`src/quad_read_map.svh`:
```
`ifndef QUAD_READ_MAP_SVH
`define QUAD_READ_MAP_SVH

// Instruction codes
`define QUAD_IO_READ_CMD        8'hEB
`define QUAD_IO_READ_4BYTE_CMD  8'hEC
`define DDR_IO_READ_CMD         8'hED
`define DDR_IO_READ_4BYTE_CMD   8'hEE

// Mode byte upper nibble that keeps single-rate continuous mode
`define MODE_KEEP_NIBBLE        4'hA

// Address length in nibbles, and three-byte address mask
`define ADDR3_NIBBLES           4'h6
`define ADDR4_NIBBLES           4'h8
`define ADDR3_MASK              32'h00FFFFFF

// Counts of link edges
`define INSTR_SERIAL_LAST       4'h7
`define INSTR_FOUR_WIRE_LAST    4'h1
`define MODE_NIBBLE_LAST        4'h1
`define PREAMBLE_CYCLES         4'h4

`endif

```
`src/quad_read_pkg.sv`:
```
package quad_read_pkg;

    typedef enum logic [2:0] {
        ST_IDLE,
        ST_INSTR,
        ST_ADDR,
        ST_MODE,
        ST_DUMMY,
        ST_DATA,
        ST_IGNORE
    } phase_t;

endpackage : quad_read_pkg

```
`src/link_sample_if.sv`:
```
`timescale 1ns/100ps

interface link_sample_if;
    logic       sclkRise;
    logic       sclkFall;
    logic       csnLow;
    logic       csnFall;
    logic       csnRise;
    logic [3:0] ioData;

    modport sampler (output sclkRise, output sclkFall, output csnLow,
                     output csnFall, output csnRise, output ioData);
    modport engine  (input sclkRise, input sclkFall, input csnLow,
                     input csnFall, input csnRise, input ioData);
endinterface : link_sample_if

```
`src/quad_io_read_engine.sv`:
```
`timescale 1ns/100ps
`include "quad_read_map.svh"

// Behaviour
// - EBh takes 3 or 4 address bytes by address-length bit; ECh always 4.
// - Single-rate address arrives one nibble per serial clock rising edge.
// - After mode, latency-field dummy cycles pass with data lines ignored.
// - Single-rate data leaves one nibble per clock, changing on falling edges.
// - Address increments per output byte and wraps from top to zero.
// - Single-rate mode byte Ax keeps continuous mode; next frame starts at address.
// - Single-rate continuous mode ends after other mode byte or mode reset.
// - Single-rate mode byte takes exactly two clocks after the address.
// - Four-wire instruction mode sends instruction nibbles on rising edges.
// - EDh takes 3 or 4 address bytes by address-length bit; EEh always 4.
// - Double-rate address, mode and data move a nibble on every edge.
// - Double-rate complementary mode nibbles enter continuous mode.
// - Double-rate continuous mode ends after other mode byte or mode reset.
// - Preamble drives the four cycles just before first double-rate data.
// - Preamble byte goes MSB first, one bit per edge, on all four lines.
module quad_io_read_engine
    import quad_read_pkg::*;
(
    input  wire logic        clock,
    input  wire logic        resetn,
    input  wire logic        sclk,
    input  wire logic        csn,
    input  wire logic [3:0]  ioIn,
    output logic      [3:0]  ioOut,
    output logic      [3:0]  ioOe,
    input  wire logic        quadEnable,
    input  wire logic        addr4Byte,
    input  wire logic        fourWireInstr,
    input  wire logic [3:0]  latency,
    input  wire logic        preambleEnable,
    input  wire logic [7:0]  preamble,
    input  wire logic        modeReset,
    output logic      [31:0] memAddr,
    input  wire logic [7:0]  memData,
    output logic             continuousMode,
    output logic             continuousDdr
);
    link_sample_if lk ();

    link_sampler u_sampler (
        .clock  (clock),
        .resetn (resetn),
        .sclk   (sclk),
        .csn    (csn),
        .ioIn   (ioIn),
        .lk     (lk)
    );

    phase_t      phase;
    logic [3:0]  cnt;
    logic [7:0]  instr;
    logic [31:0] addr;
    logic [7:0]  modeByte;
    logic        modeDone;
    logic        isDdr;
    logic [3:0]  addrNib;
    logic        loNext;
    logic [1:0]  preSlot;
    logic        preOn;

    wire        rise      = lk.sclkRise & lk.csnLow;
    wire        fall      = lk.sclkFall & lk.csnLow;
    // Double-rate captures on both edges; a field opens on a rise, never on the
    // fall that closes the single-rate instruction cycle
    wire        capEdge   = rise | (isDdr & fall & cnt[0]);
    wire        dataEdge  = isDdr ? (rise | fall) : fall;
    wire        dummyEdge = isDdr ? rise : fall;
    wire [7:0]  instrNext = fourWireInstr ? {instr[3:0], lk.ioData}
                                          : {instr[6:0], lk.ioData[0]};
    wire        instrDone = (cnt == (fourWireInstr ? `INSTR_FOUR_WIRE_LAST
                                                   : `INSTR_SERIAL_LAST));
    wire        cmdSdr    = (instrNext == `QUAD_IO_READ_CMD)
                          | (instrNext == `QUAD_IO_READ_4BYTE_CMD);
    wire        cmdDdr    = (instrNext == `DDR_IO_READ_CMD)
                          | (instrNext == `DDR_IO_READ_4BYTE_CMD);
    wire        cmd4Byte  = (instrNext == `QUAD_IO_READ_4BYTE_CMD)
                          | (instrNext == `DDR_IO_READ_4BYTE_CMD);
    wire        cmdTaken  = quadEnable & (cmdSdr | cmdDdr);
    wire [3:0]  nextNib   = (cmd4Byte | addr4Byte) ? `ADDR4_NIBBLES
                                                   : `ADDR3_NIBBLES;
    wire [31:0] addrShift = {addr[27:0], lk.ioData};
    wire [3:0]  remaining = latency - cnt;
    wire        preWindow = isDdr & preambleEnable & (remaining != 4'h0)
                          & (remaining <= `PREAMBLE_CYCLES);
    wire [1:0]  slotNow   = 2'(remaining - 4'h1);
    wire [31:0] addrInc   = (addrNib == `ADDR4_NIBBLES) ? memAddr + 32'h1
                          : ((memAddr + 32'h1) & `ADDR3_MASK);
    wire        keepSdr   = (modeByte[7:4] == `MODE_KEEP_NIBBLE);
    wire        keepDdr   = (modeByte[7:4] == ~modeByte[3:0]);

    // Sequencing of one frame
    always_ff @(posedge clock) begin
        if (!resetn) begin
            phase    <= ST_IDLE;
            cnt      <= 4'h0;
            isDdr    <= 1'b0;
            addrNib  <= `ADDR3_NIBBLES;
            modeDone <= 1'b0;
        end else if (lk.csnFall) begin
            // Continuous mode skips the instruction byte
            phase    <= continuousMode ? ST_ADDR : ST_INSTR;
            cnt      <= 4'h0;
            isDdr    <= continuousDdr;
            modeDone <= 1'b0;
        end else if (!lk.csnLow) begin
            phase    <= ST_IDLE;
        end else begin
            case (phase)
                ST_INSTR: begin
                    if (rise) begin
                        cnt <= cnt + 4'h1;
                        if (instrDone) begin
                            phase   <= cmdTaken ? ST_ADDR : ST_IGNORE;
                            cnt     <= 4'h0;
                            isDdr   <= cmdDdr;
                            addrNib <= nextNib;
                        end
                    end
                end
                ST_ADDR: begin
                    if (capEdge) begin
                        cnt <= cnt + 4'h1;
                        if (cnt == addrNib - 4'h1) begin
                            phase <= ST_MODE;
                            cnt   <= 4'h0;
                        end
                    end
                end
                ST_MODE: begin
                    if (capEdge) begin
                        cnt <= cnt + 4'h1;
                        if (cnt == `MODE_NIBBLE_LAST) begin
                            phase    <= ST_DUMMY;
                            cnt      <= 4'h0;
                            modeDone <= 1'b1;
                        end
                    end
                end
                ST_DUMMY: begin
                    if (dummyEdge) begin
                        if (remaining == 4'h0) begin
                            phase <= ST_DATA;
                        end else begin
                            cnt <= cnt + 4'h1;
                        end
                    end
                end
                default: begin
                end
            endcase
        end
    end

    // Address, instruction and mode shifting
    always_ff @(posedge clock) begin
        if (!resetn) begin
            instr    <= 8'h00;
            addr     <= 32'h0;
            modeByte <= 8'h00;
            memAddr  <= 32'h0;
        end else if (lk.csnFall) begin
            instr    <= 8'h00;
            addr     <= 32'h0;
        end else begin
            if (phase == ST_INSTR && rise) instr <= instrNext;
            if (phase == ST_ADDR && capEdge) addr <= addrShift;
            if (phase == ST_MODE && capEdge) modeByte <= {modeByte[3:0], lk.ioData};
            // Array lookup starts as soon as the address is whole
            if (phase == ST_MODE) memAddr <= addr;
            else if (phase == ST_DATA && dataEdge && loNext) memAddr <= addrInc;
        end
    end

    // Pin drive: preamble, then byte data high nibble first
    always_ff @(posedge clock) begin
        if (!resetn) begin
            ioOut   <= 4'h0;
            ioOe    <= 4'h0;
            loNext  <= 1'b0;
            preSlot <= 2'h0;
            preOn   <= 1'b0;
        end else if (!lk.csnLow || lk.csnFall) begin
            ioOe    <= 4'h0;
            loNext  <= 1'b0;
            preOn   <= 1'b0;
        end else if (phase == ST_DUMMY && dummyEdge) begin
            if (remaining == 4'h0) begin
                ioOut  <= memData[7:4];
                ioOe   <= 4'hF;
                loNext <= 1'b1;
                preOn  <= 1'b0;
            end else if (preWindow) begin
                ioOut   <= {4{preamble[{slotNow, 1'b1}]}};
                ioOe    <= 4'hF;
                preSlot <= slotNow;
                preOn   <= 1'b1;
            end
        end else if (phase == ST_DUMMY && preOn && fall) begin
            ioOut <= {4{preamble[{preSlot, 1'b0}]}};
        end else if (phase == ST_DATA && dataEdge) begin
            ioOut  <= loNext ? memData[3:0] : memData[7:4];
            loNext <= ~loNext;
        end
    end

    // Continuous-mode state survives between frames
    always_ff @(posedge clock) begin
        if (!resetn) begin
            continuousMode <= 1'b0;
            continuousDdr  <= 1'b0;
        end else if (modeReset) begin
            continuousMode <= 1'b0;
        end else if (lk.csnRise && modeDone) begin
            // A frame cut short before the mode byte leaves the state alone
            continuousMode <= isDdr ? keepDdr : keepSdr;
            continuousDdr  <= isDdr;
        end
    end
endmodule : quad_io_read_engine

```
`src/link_sampler.sv`:
```
`timescale 1ns/100ps

module link_sampler (
    input  wire logic       clock,
    input  wire logic       resetn,
    input  wire logic       sclk,
    input  wire logic       csn,
    input  wire logic [3:0] ioIn,
    link_sample_if.sampler  lk
);
    logic [2:0] sclkPipe;
    logic [2:0] csnPipe;
    logic [3:0] ioMeta;
    logic [3:0] ioSync;

    // Stage 0 feeds stage 1 only; edges are found between stages 1 and 2
    always_ff @(posedge clock) begin
        if (!resetn) begin
            sclkPipe <= 3'h0;
            csnPipe  <= 3'h7;
            ioMeta   <= 4'h0;
            ioSync   <= 4'h0;
        end else begin
            sclkPipe <= {sclkPipe[1:0], sclk};
            csnPipe  <= {csnPipe[1:0], csn};
            ioMeta   <= ioIn;
            ioSync   <= ioMeta;
        end
    end

    assign lk.sclkRise = sclkPipe[1] & ~sclkPipe[2];
    assign lk.sclkFall = ~sclkPipe[1] & sclkPipe[2];
    assign lk.csnLow   = ~csnPipe[1];
    assign lk.csnFall  = ~csnPipe[1] & csnPipe[2];
    assign lk.csnRise  = csnPipe[1] & ~csnPipe[2];
    assign lk.ioData   = ioSync;

endmodule : link_sampler

```
`config.mk`:
```
export PLATFORM = sky130hd
export DESIGN_NAME = quad_io_read_engine
export DESIGN_NICKNAME = d
export VERILOG_FILES = /design/src/quad_read_pkg.sv /design/src/link_sample_if.sv /design/src/quad_io_read_engine.sv /design/src/link_sampler.sv
export VERILOG_INCLUDE_DIRS = /design/src /design/src/src
export SDC_FILE = /design/constraint.sdc
export NUM_CORES = 1
export LEC_CHECK = 0
export ABC_AREA = 0
export BUFFER_PORTS_ARGS = -buffer_cell sky130_fd_sc_hd__buf_2
export CORE_UTILIZATION = 62
export DETAILED_ROUTE_END_ITERATION = 6
export PLACE_DENSITY_LB_ADDON = 0.15
export SYNTH_ARGS = -nofsm -noshare
export SYNTH_HDL_FRONTEND = slang
export SYNTH_HIERARCHICAL = 1
export SYNTH_SLANG_ARGS = --single-unit
```
`constraint.sdc`:
```
create_clock -name clock -period 6.1 [get_ports clock]
set_input_delay 0.305 -clock clock [delete_from_list [all_inputs] [get_ports clock]]
set_output_delay 0.305 -clock clock [all_outputs]
set_load 0.1 [all_outputs]
```
=== Yosys cells after proc, flatten, opt, wreduce, memory -nomap -nowiden ===
Index checks and enable logic that the tools add are counted.

* Bits in registers: 120
* Input bits: 33
* Output and inout port bits: 42

* Add/sub/neg operators: 5
* Magnitude comparators: 3
* Eq/ne operators: 32
* Muxes and demuxes: 54
* Bitwise operators: 30
* Reductions and logical operators: 36

{| class="wikitable"
|+ Operator list
! cell !! number
|-
| 32-bit 2-to-1 mux || 3
|-
| 4-bit 2-to-1 mux || 17
|-
| 3-bit 2-to-1 mux || 12
|-
| 32-bit by 1-bit adder with 32-bit output (second input constant) || 1
|-
| 8-bit == test (second input constant) || 4
|-
| 4-bit by 3-bit != test with 1-bit output (second input constant) || 7
|-
| 1-bit 2-to-1 mux || 16
|-
| 4-bit one-hot mux with 4 select lines || 1
|-
| 2-bit != test (second input constant) || 7
|-
| 1-bit bitwise AND || 12
|-
| 3-bit one-hot mux with 4 select lines || 1
|-
| 4-bit AND reduction || 3
|-
| 2-bit nonzero test || 6
|-
| 1-bit NOT || 10
|-
| 1-bit logical AND || 9
|-
| 9-bit AND reduction || 1
|-
| 4-bit == test || 2
|-
| 4-bit == test (second input constant) || 2
|-
| 3-bit by 4-bit < comparator with 1-bit output (second input constant) || 2
|-
| 8-bit 2-to-1 mux || 1
|-
| 2-bit AND reduction || 4
|-
| 4-bit nonzero test || 2
|-
| 1-bit OR || 7
|-
| 7-bit AND reduction || 1
|-
| 23 further kinds || 29
|}

=== Logic depth before layout (Yosys ltp) ===
* Depth in word-level cells: 11
* Depth in mapped cells: 11
* Depth with buffers taken out: 11

=== By module ===
Netlist, hierarchy kept.

{| class="wikitable"
|+ Modules (own cells, without submodules)
! module !! instances !! cells each !! area an instance (µm²)
|-
| quad_io_read_engine || 1 || 707 || 5393.9
|-
| link_sampler || 1 || 34 || 416.6
|}

=== Worst setup path before layout ===
Ideal clock, no wire load.

* Path type: register to register
* Start point: register memAddr[2]
* End point: register memAddr[29]
* Setup time: 0.058 ns
* Arrival: 2.835 ns
* Data required time: 6.042 ns
* Path slack: 3.207 ns
* Stages on the path, launching flop included: 7
* Period minus slack after synthesis: 2.893 ns
* Cell sequence: dfxtp_1 > nand2_1 > nor4_4 > nand3_1 > or4_1 > a21oi_1 > o21a_1

* Word-level cells in the longest chain between the ends: 4

{| class="wikitable"
|+ RTL lines
! element !! line !! RTL
|-
| start: declaration || quad_io_read_engine.sv:37 || <nowiki>output logic [31:0] memAddr,</nowiki>
|-
| start signal: assignment || quad_io_read_engine.sv:173 || <nowiki>if (phase == ST_MODE) memAddr <= addr;</nowiki>
|-
| start signal: assignment || quad_io_read_engine.sv:174 || <nowiki>else if (phase == ST_DATA && dataEdge && loNext) memAddr <= addrInc;</nowiki>
|-
| 32-bit by 1-bit adder with 32-bit output || - ||
|-
| 32-bit 2-to-1 mux || quad_io_read_engine.sv:90 || <nowiki>wire [31:0] addrInc = (addrNib == `ADDR4_NIBBLES) ? memAddr + 32'h1</nowiki>
|-
| 32-bit 2-to-1 mux || quad_io_read_engine.sv:174 ||
|-
| 32-bit 2-to-1 mux || quad_io_read_engine.sv:173 ||
|}

Every way passes these cells. The select of a mux whose other input is x is not followed.
A chain may end at the register's enable or synchronous reset.

=== Worst setup path in the final report ===
* Start point: register u_sampler.sclkPipe[1]
* End point: register memAddr[27]

{| class="wikitable"
|+ RTL lines
! element !! line !! RTL
|-
| start: declaration || link_sampler.sv:11 || <nowiki>logic [2:0] sclkPipe;</nowiki>
|-
| start signal: assignment || link_sampler.sv:24 || <nowiki>sclkPipe <= {sclkPipe[1:0], sclk};</nowiki>
|-
| 1-bit bitwise AND || link_sampler.sv:31 || <nowiki>assign lk.sclkRise = sclkPipe[1] & ~sclkPipe[2];</nowiki>
|-
| net lk.sclkRise || link_sample_if.sv:4 || <nowiki>logic sclkRise;</nowiki>
|-
| 1-bit bitwise AND || quad_io_read_engine.sv:65 || <nowiki>wire rise = lk.sclkRise & lk.csnLow;</nowiki>
|-
| 1-bit OR || quad_io_read_engine.sv:70 || <nowiki>wire dataEdge = isDdr ? (rise | fall) : fall;</nowiki>
|-
| 1-bit 2-to-1 mux || quad_io_read_engine.sv:70 ||
|-
| 1-bit logical AND (2 in a row) || quad_io_read_engine.sv:174 ||
|-
| 2-bit nonzero test (no source line) || - ||
|-
| 2-bit AND reduction (no source line) || - ||
|}

The timed path passes the listed nets, and every way through them passes these cells.

==> impl_metrics.yaml <==
placed_design:
  dp_cells: 886
  dp_hpwl_um: 9550
  io_buffers: 74
  gp_congestion: 0.983
setup_path:
  path_class: "flip-flop to flip-flop"
  r2r_slack_ps: 2950
  start_kind: "flip-flop"
  crit_path_max_fanout: 23
  required_ps: 6530
  crit_path_end_kind: "flip-flop"
  worstPathArrival_ps: 3580
routing:
  drc_errors: 11
  vias_per_cell: 6.19
  dr.pass1.iters: 7
  first_iter_violations: 345
  routed-via-count: 5719
  final_antenna_net_count: 0
  routed_wirelength_um: 14900
  wl_per_cell_um: 16.2
timing:
  finClkSkew_ps: 7.49
  period_share_pct: 51.7
  hold_slack_ps: 99.0
  slew_headroom_pct: 28.6
  fmax_mhz: 317
  tightest_slew_ps: 1070
  rsz0062_at_grt: "no"
  fin_tns_setup_ps: 0
  drv_slew: 0
  hold_violations: 0
  setup_viol: 0
  period_needed_ps: 3150
synthesis:
  synth_edf_count: 0
  async_reset_ff_share_pct: 0
  synth_nets: 783
  ys.warnings.count: 6
  synthCells: 741
  syn-cell-area_um2: 5810
  synthDistinctLibCells: 63
  yosysSeqAreaShare_pct: 39.6
  ys.flop_type: "dfxtp_1"
  avgSynthCellArea_um2: 7.84
  ys_seq_elements: 115
finish:
  layoutNonFillerInstCount: 924
  nets: 846
  fill_cells: 651
  antenna_cells: 0
  final_layout_size_suffix_gt1_share_pct: 15.9
  areaGrowthSynthToFinish_pct: 17.6
  finish.utilization_pct: 76.8
clock_tree:
  cts_sinks: 115
  ctsResizeCount: 0
  cts_buffer_depth: 2
  post_cts_buffers: 0
  holdBufCountCts: 7
  cts_root_buffer: "clkbuf_8"
  cts_buffers: 17
  cts_tree: "built"
  clk_pin_slew_ps: 50
  ctsHtreeMaxLevel: 4
  clkLatencyLatePin_ps: 520
global_route:
  grt_pass1_vias: 5352
  overflow: 0
  antenna_found_initial: 0
  grt_max_degree: 68
  grt_pass1_wl_um: 25000
  grtUsageTotal_pct: 32.1
floorplan:
  rows: 34
  core_um2: 8890
  start_util_pct: 65.4
  fp.dieW_um: 98.8
  pin_count: 75
  die_area_um2: 9760
  die_h_um: 98.8
power:
  p_leak_nw: 2.66
  ir_worst_vdd_v: 0.000240
  power.density_nw_per_um2: 265
run_status:
  status: "complete, but fails checks"
  violations: "DRC"
job:
  drv_cap: 0
worst_hold_path:
  hold_class: "primary input to flip-flop"
==> cell usage after synthesis (all sizes together) (9+ instances only) <==
master / n / area, um^2
a31oi: 11 / 68.8
o21ai: 35 / 175
a21oi: 82 / 414
nor3: 18 / 90.1
dfxtp: 115 / 2300
nand2: 125 / 469
mux2i: 21 / 210
clkbuf: 31 / 116
buf: 12 / 73.8
nor2b: 18 / 113
inv: 27 / 104
nand3: 25 / 135
nand3b: 9 / 67.6
and2: 16 / 109
o22ai: 9 / 56.3
nor2: 67 / 251
==> area by class of cell <==
class / count / area (um^2) / area share, %
Clock buffer: 22 / 453 / 6.63
Clock inverter: 9 / 130 / 1.90
Inverter: 27 / 104 / 1.52
Multi-Input combinational cell: 556 / 3220 / 47.2
Sequential cell: 115 / 2300 / 33.7
Tap cell: 108 / 135 / 1.98
Timing Repair Buffer: 87 / 485 / 7.11
==> per-stage QoR <==
step	cell area (um^2)	setup WS [ps]	power (W)
floorplan	5810	3210	0.000818
global placement	6180	3300	0.000837
detailed placement	6180	3080	0.000839
CTS	6830	2980	0.00182
global route	6830	2730	0.00186
finish	6830	2950	0.00181
==> cell usage in the layout (no fill, tap or decap), drive strengths merged, types with 11 or more instances in the layout <==
cell type	instances
dfxtp	115
o21ai	35
nor3	18
buf	80
nor2b	18
clkbuf	22
inv	27
nand2	125
nor2	67
mux2i	21
nand3	25
a31oi	11
a21oi	82
and2	16
==> report_power, final <==
group	leakage, nW	internal (W)	switching [W]
Clock	0.285	0.000640	0.000341
Combinational	1.45	0.0000280	0.0000379
Sequential	0.929	0.000756	0.00000514
==> kinds of logic (layout without fill, tap and decap cells) <==
family                     count (synthesis)  count (layout)  share of synthesized area [%]
and+or+nand+nor                          314             314                           25.9
buffers and inverters                     70             145                           5.06
DFF                                      115             115                           39.6
xor gates and xnor gates                  11              11                           1.66
adders and majority gates                 10              10                           2.24
AOI/OAI and AO/OA                        198             198                           21.2
muxes                                     23              23                           4.39
==> metal layers <==
metal | share of wire, % | routed length, um | global-route usage (%)
met5 | 0 | 0 | 0
met4 | 2.7 | 405 | 12.5
met3 | 8.7 | 1300 | 6.17
met2 | 47 | 7040 | 53.8
met1 | 41 | 6190 | 40.8
==> critical path, stage by stage (launching register included) <==
cell,delay (ps)
dfxtp_1,350
nor2b_1,360
a21oi_1,170
or4_4,560
a21oi_2,860
nand2_1,470
o22ai_1,290
==> worst paths after layout <==
kind                    startpoint  cells past startpoint              endpoint
max          u_sampler/sclkPipe[1]                      6           memAddr[27]
min reg2reg   u_sampler/csnPipe[0]                      1  u_sampler/csnPipe[1]
min                     memData[4]                      3              ioOut[0]
max reg2reg  u_sampler/sclkPipe[1]                      6           memAddr[27]
==> sequential cells by signal, indices dropped and copies added (netlist names), 2 cells and up <==
| register | count |
|---|---|
| addr | 32 |
| memAddr | 32 |
| modeByte | 8 |
| instr | 7 |
| cnt | 4 |
| ioOut | 4 |
| u_sampler/ioMeta | 4 |
| u_sampler/lk.ioData | 4 |
| phase | 3 |
| u_sampler/csnPipe | 3 |
| u_sampler/sclkPipe | 3 |
| addrNib | 2 |
| preSlot | 2 |
Power figures use the tool's default switching activity.
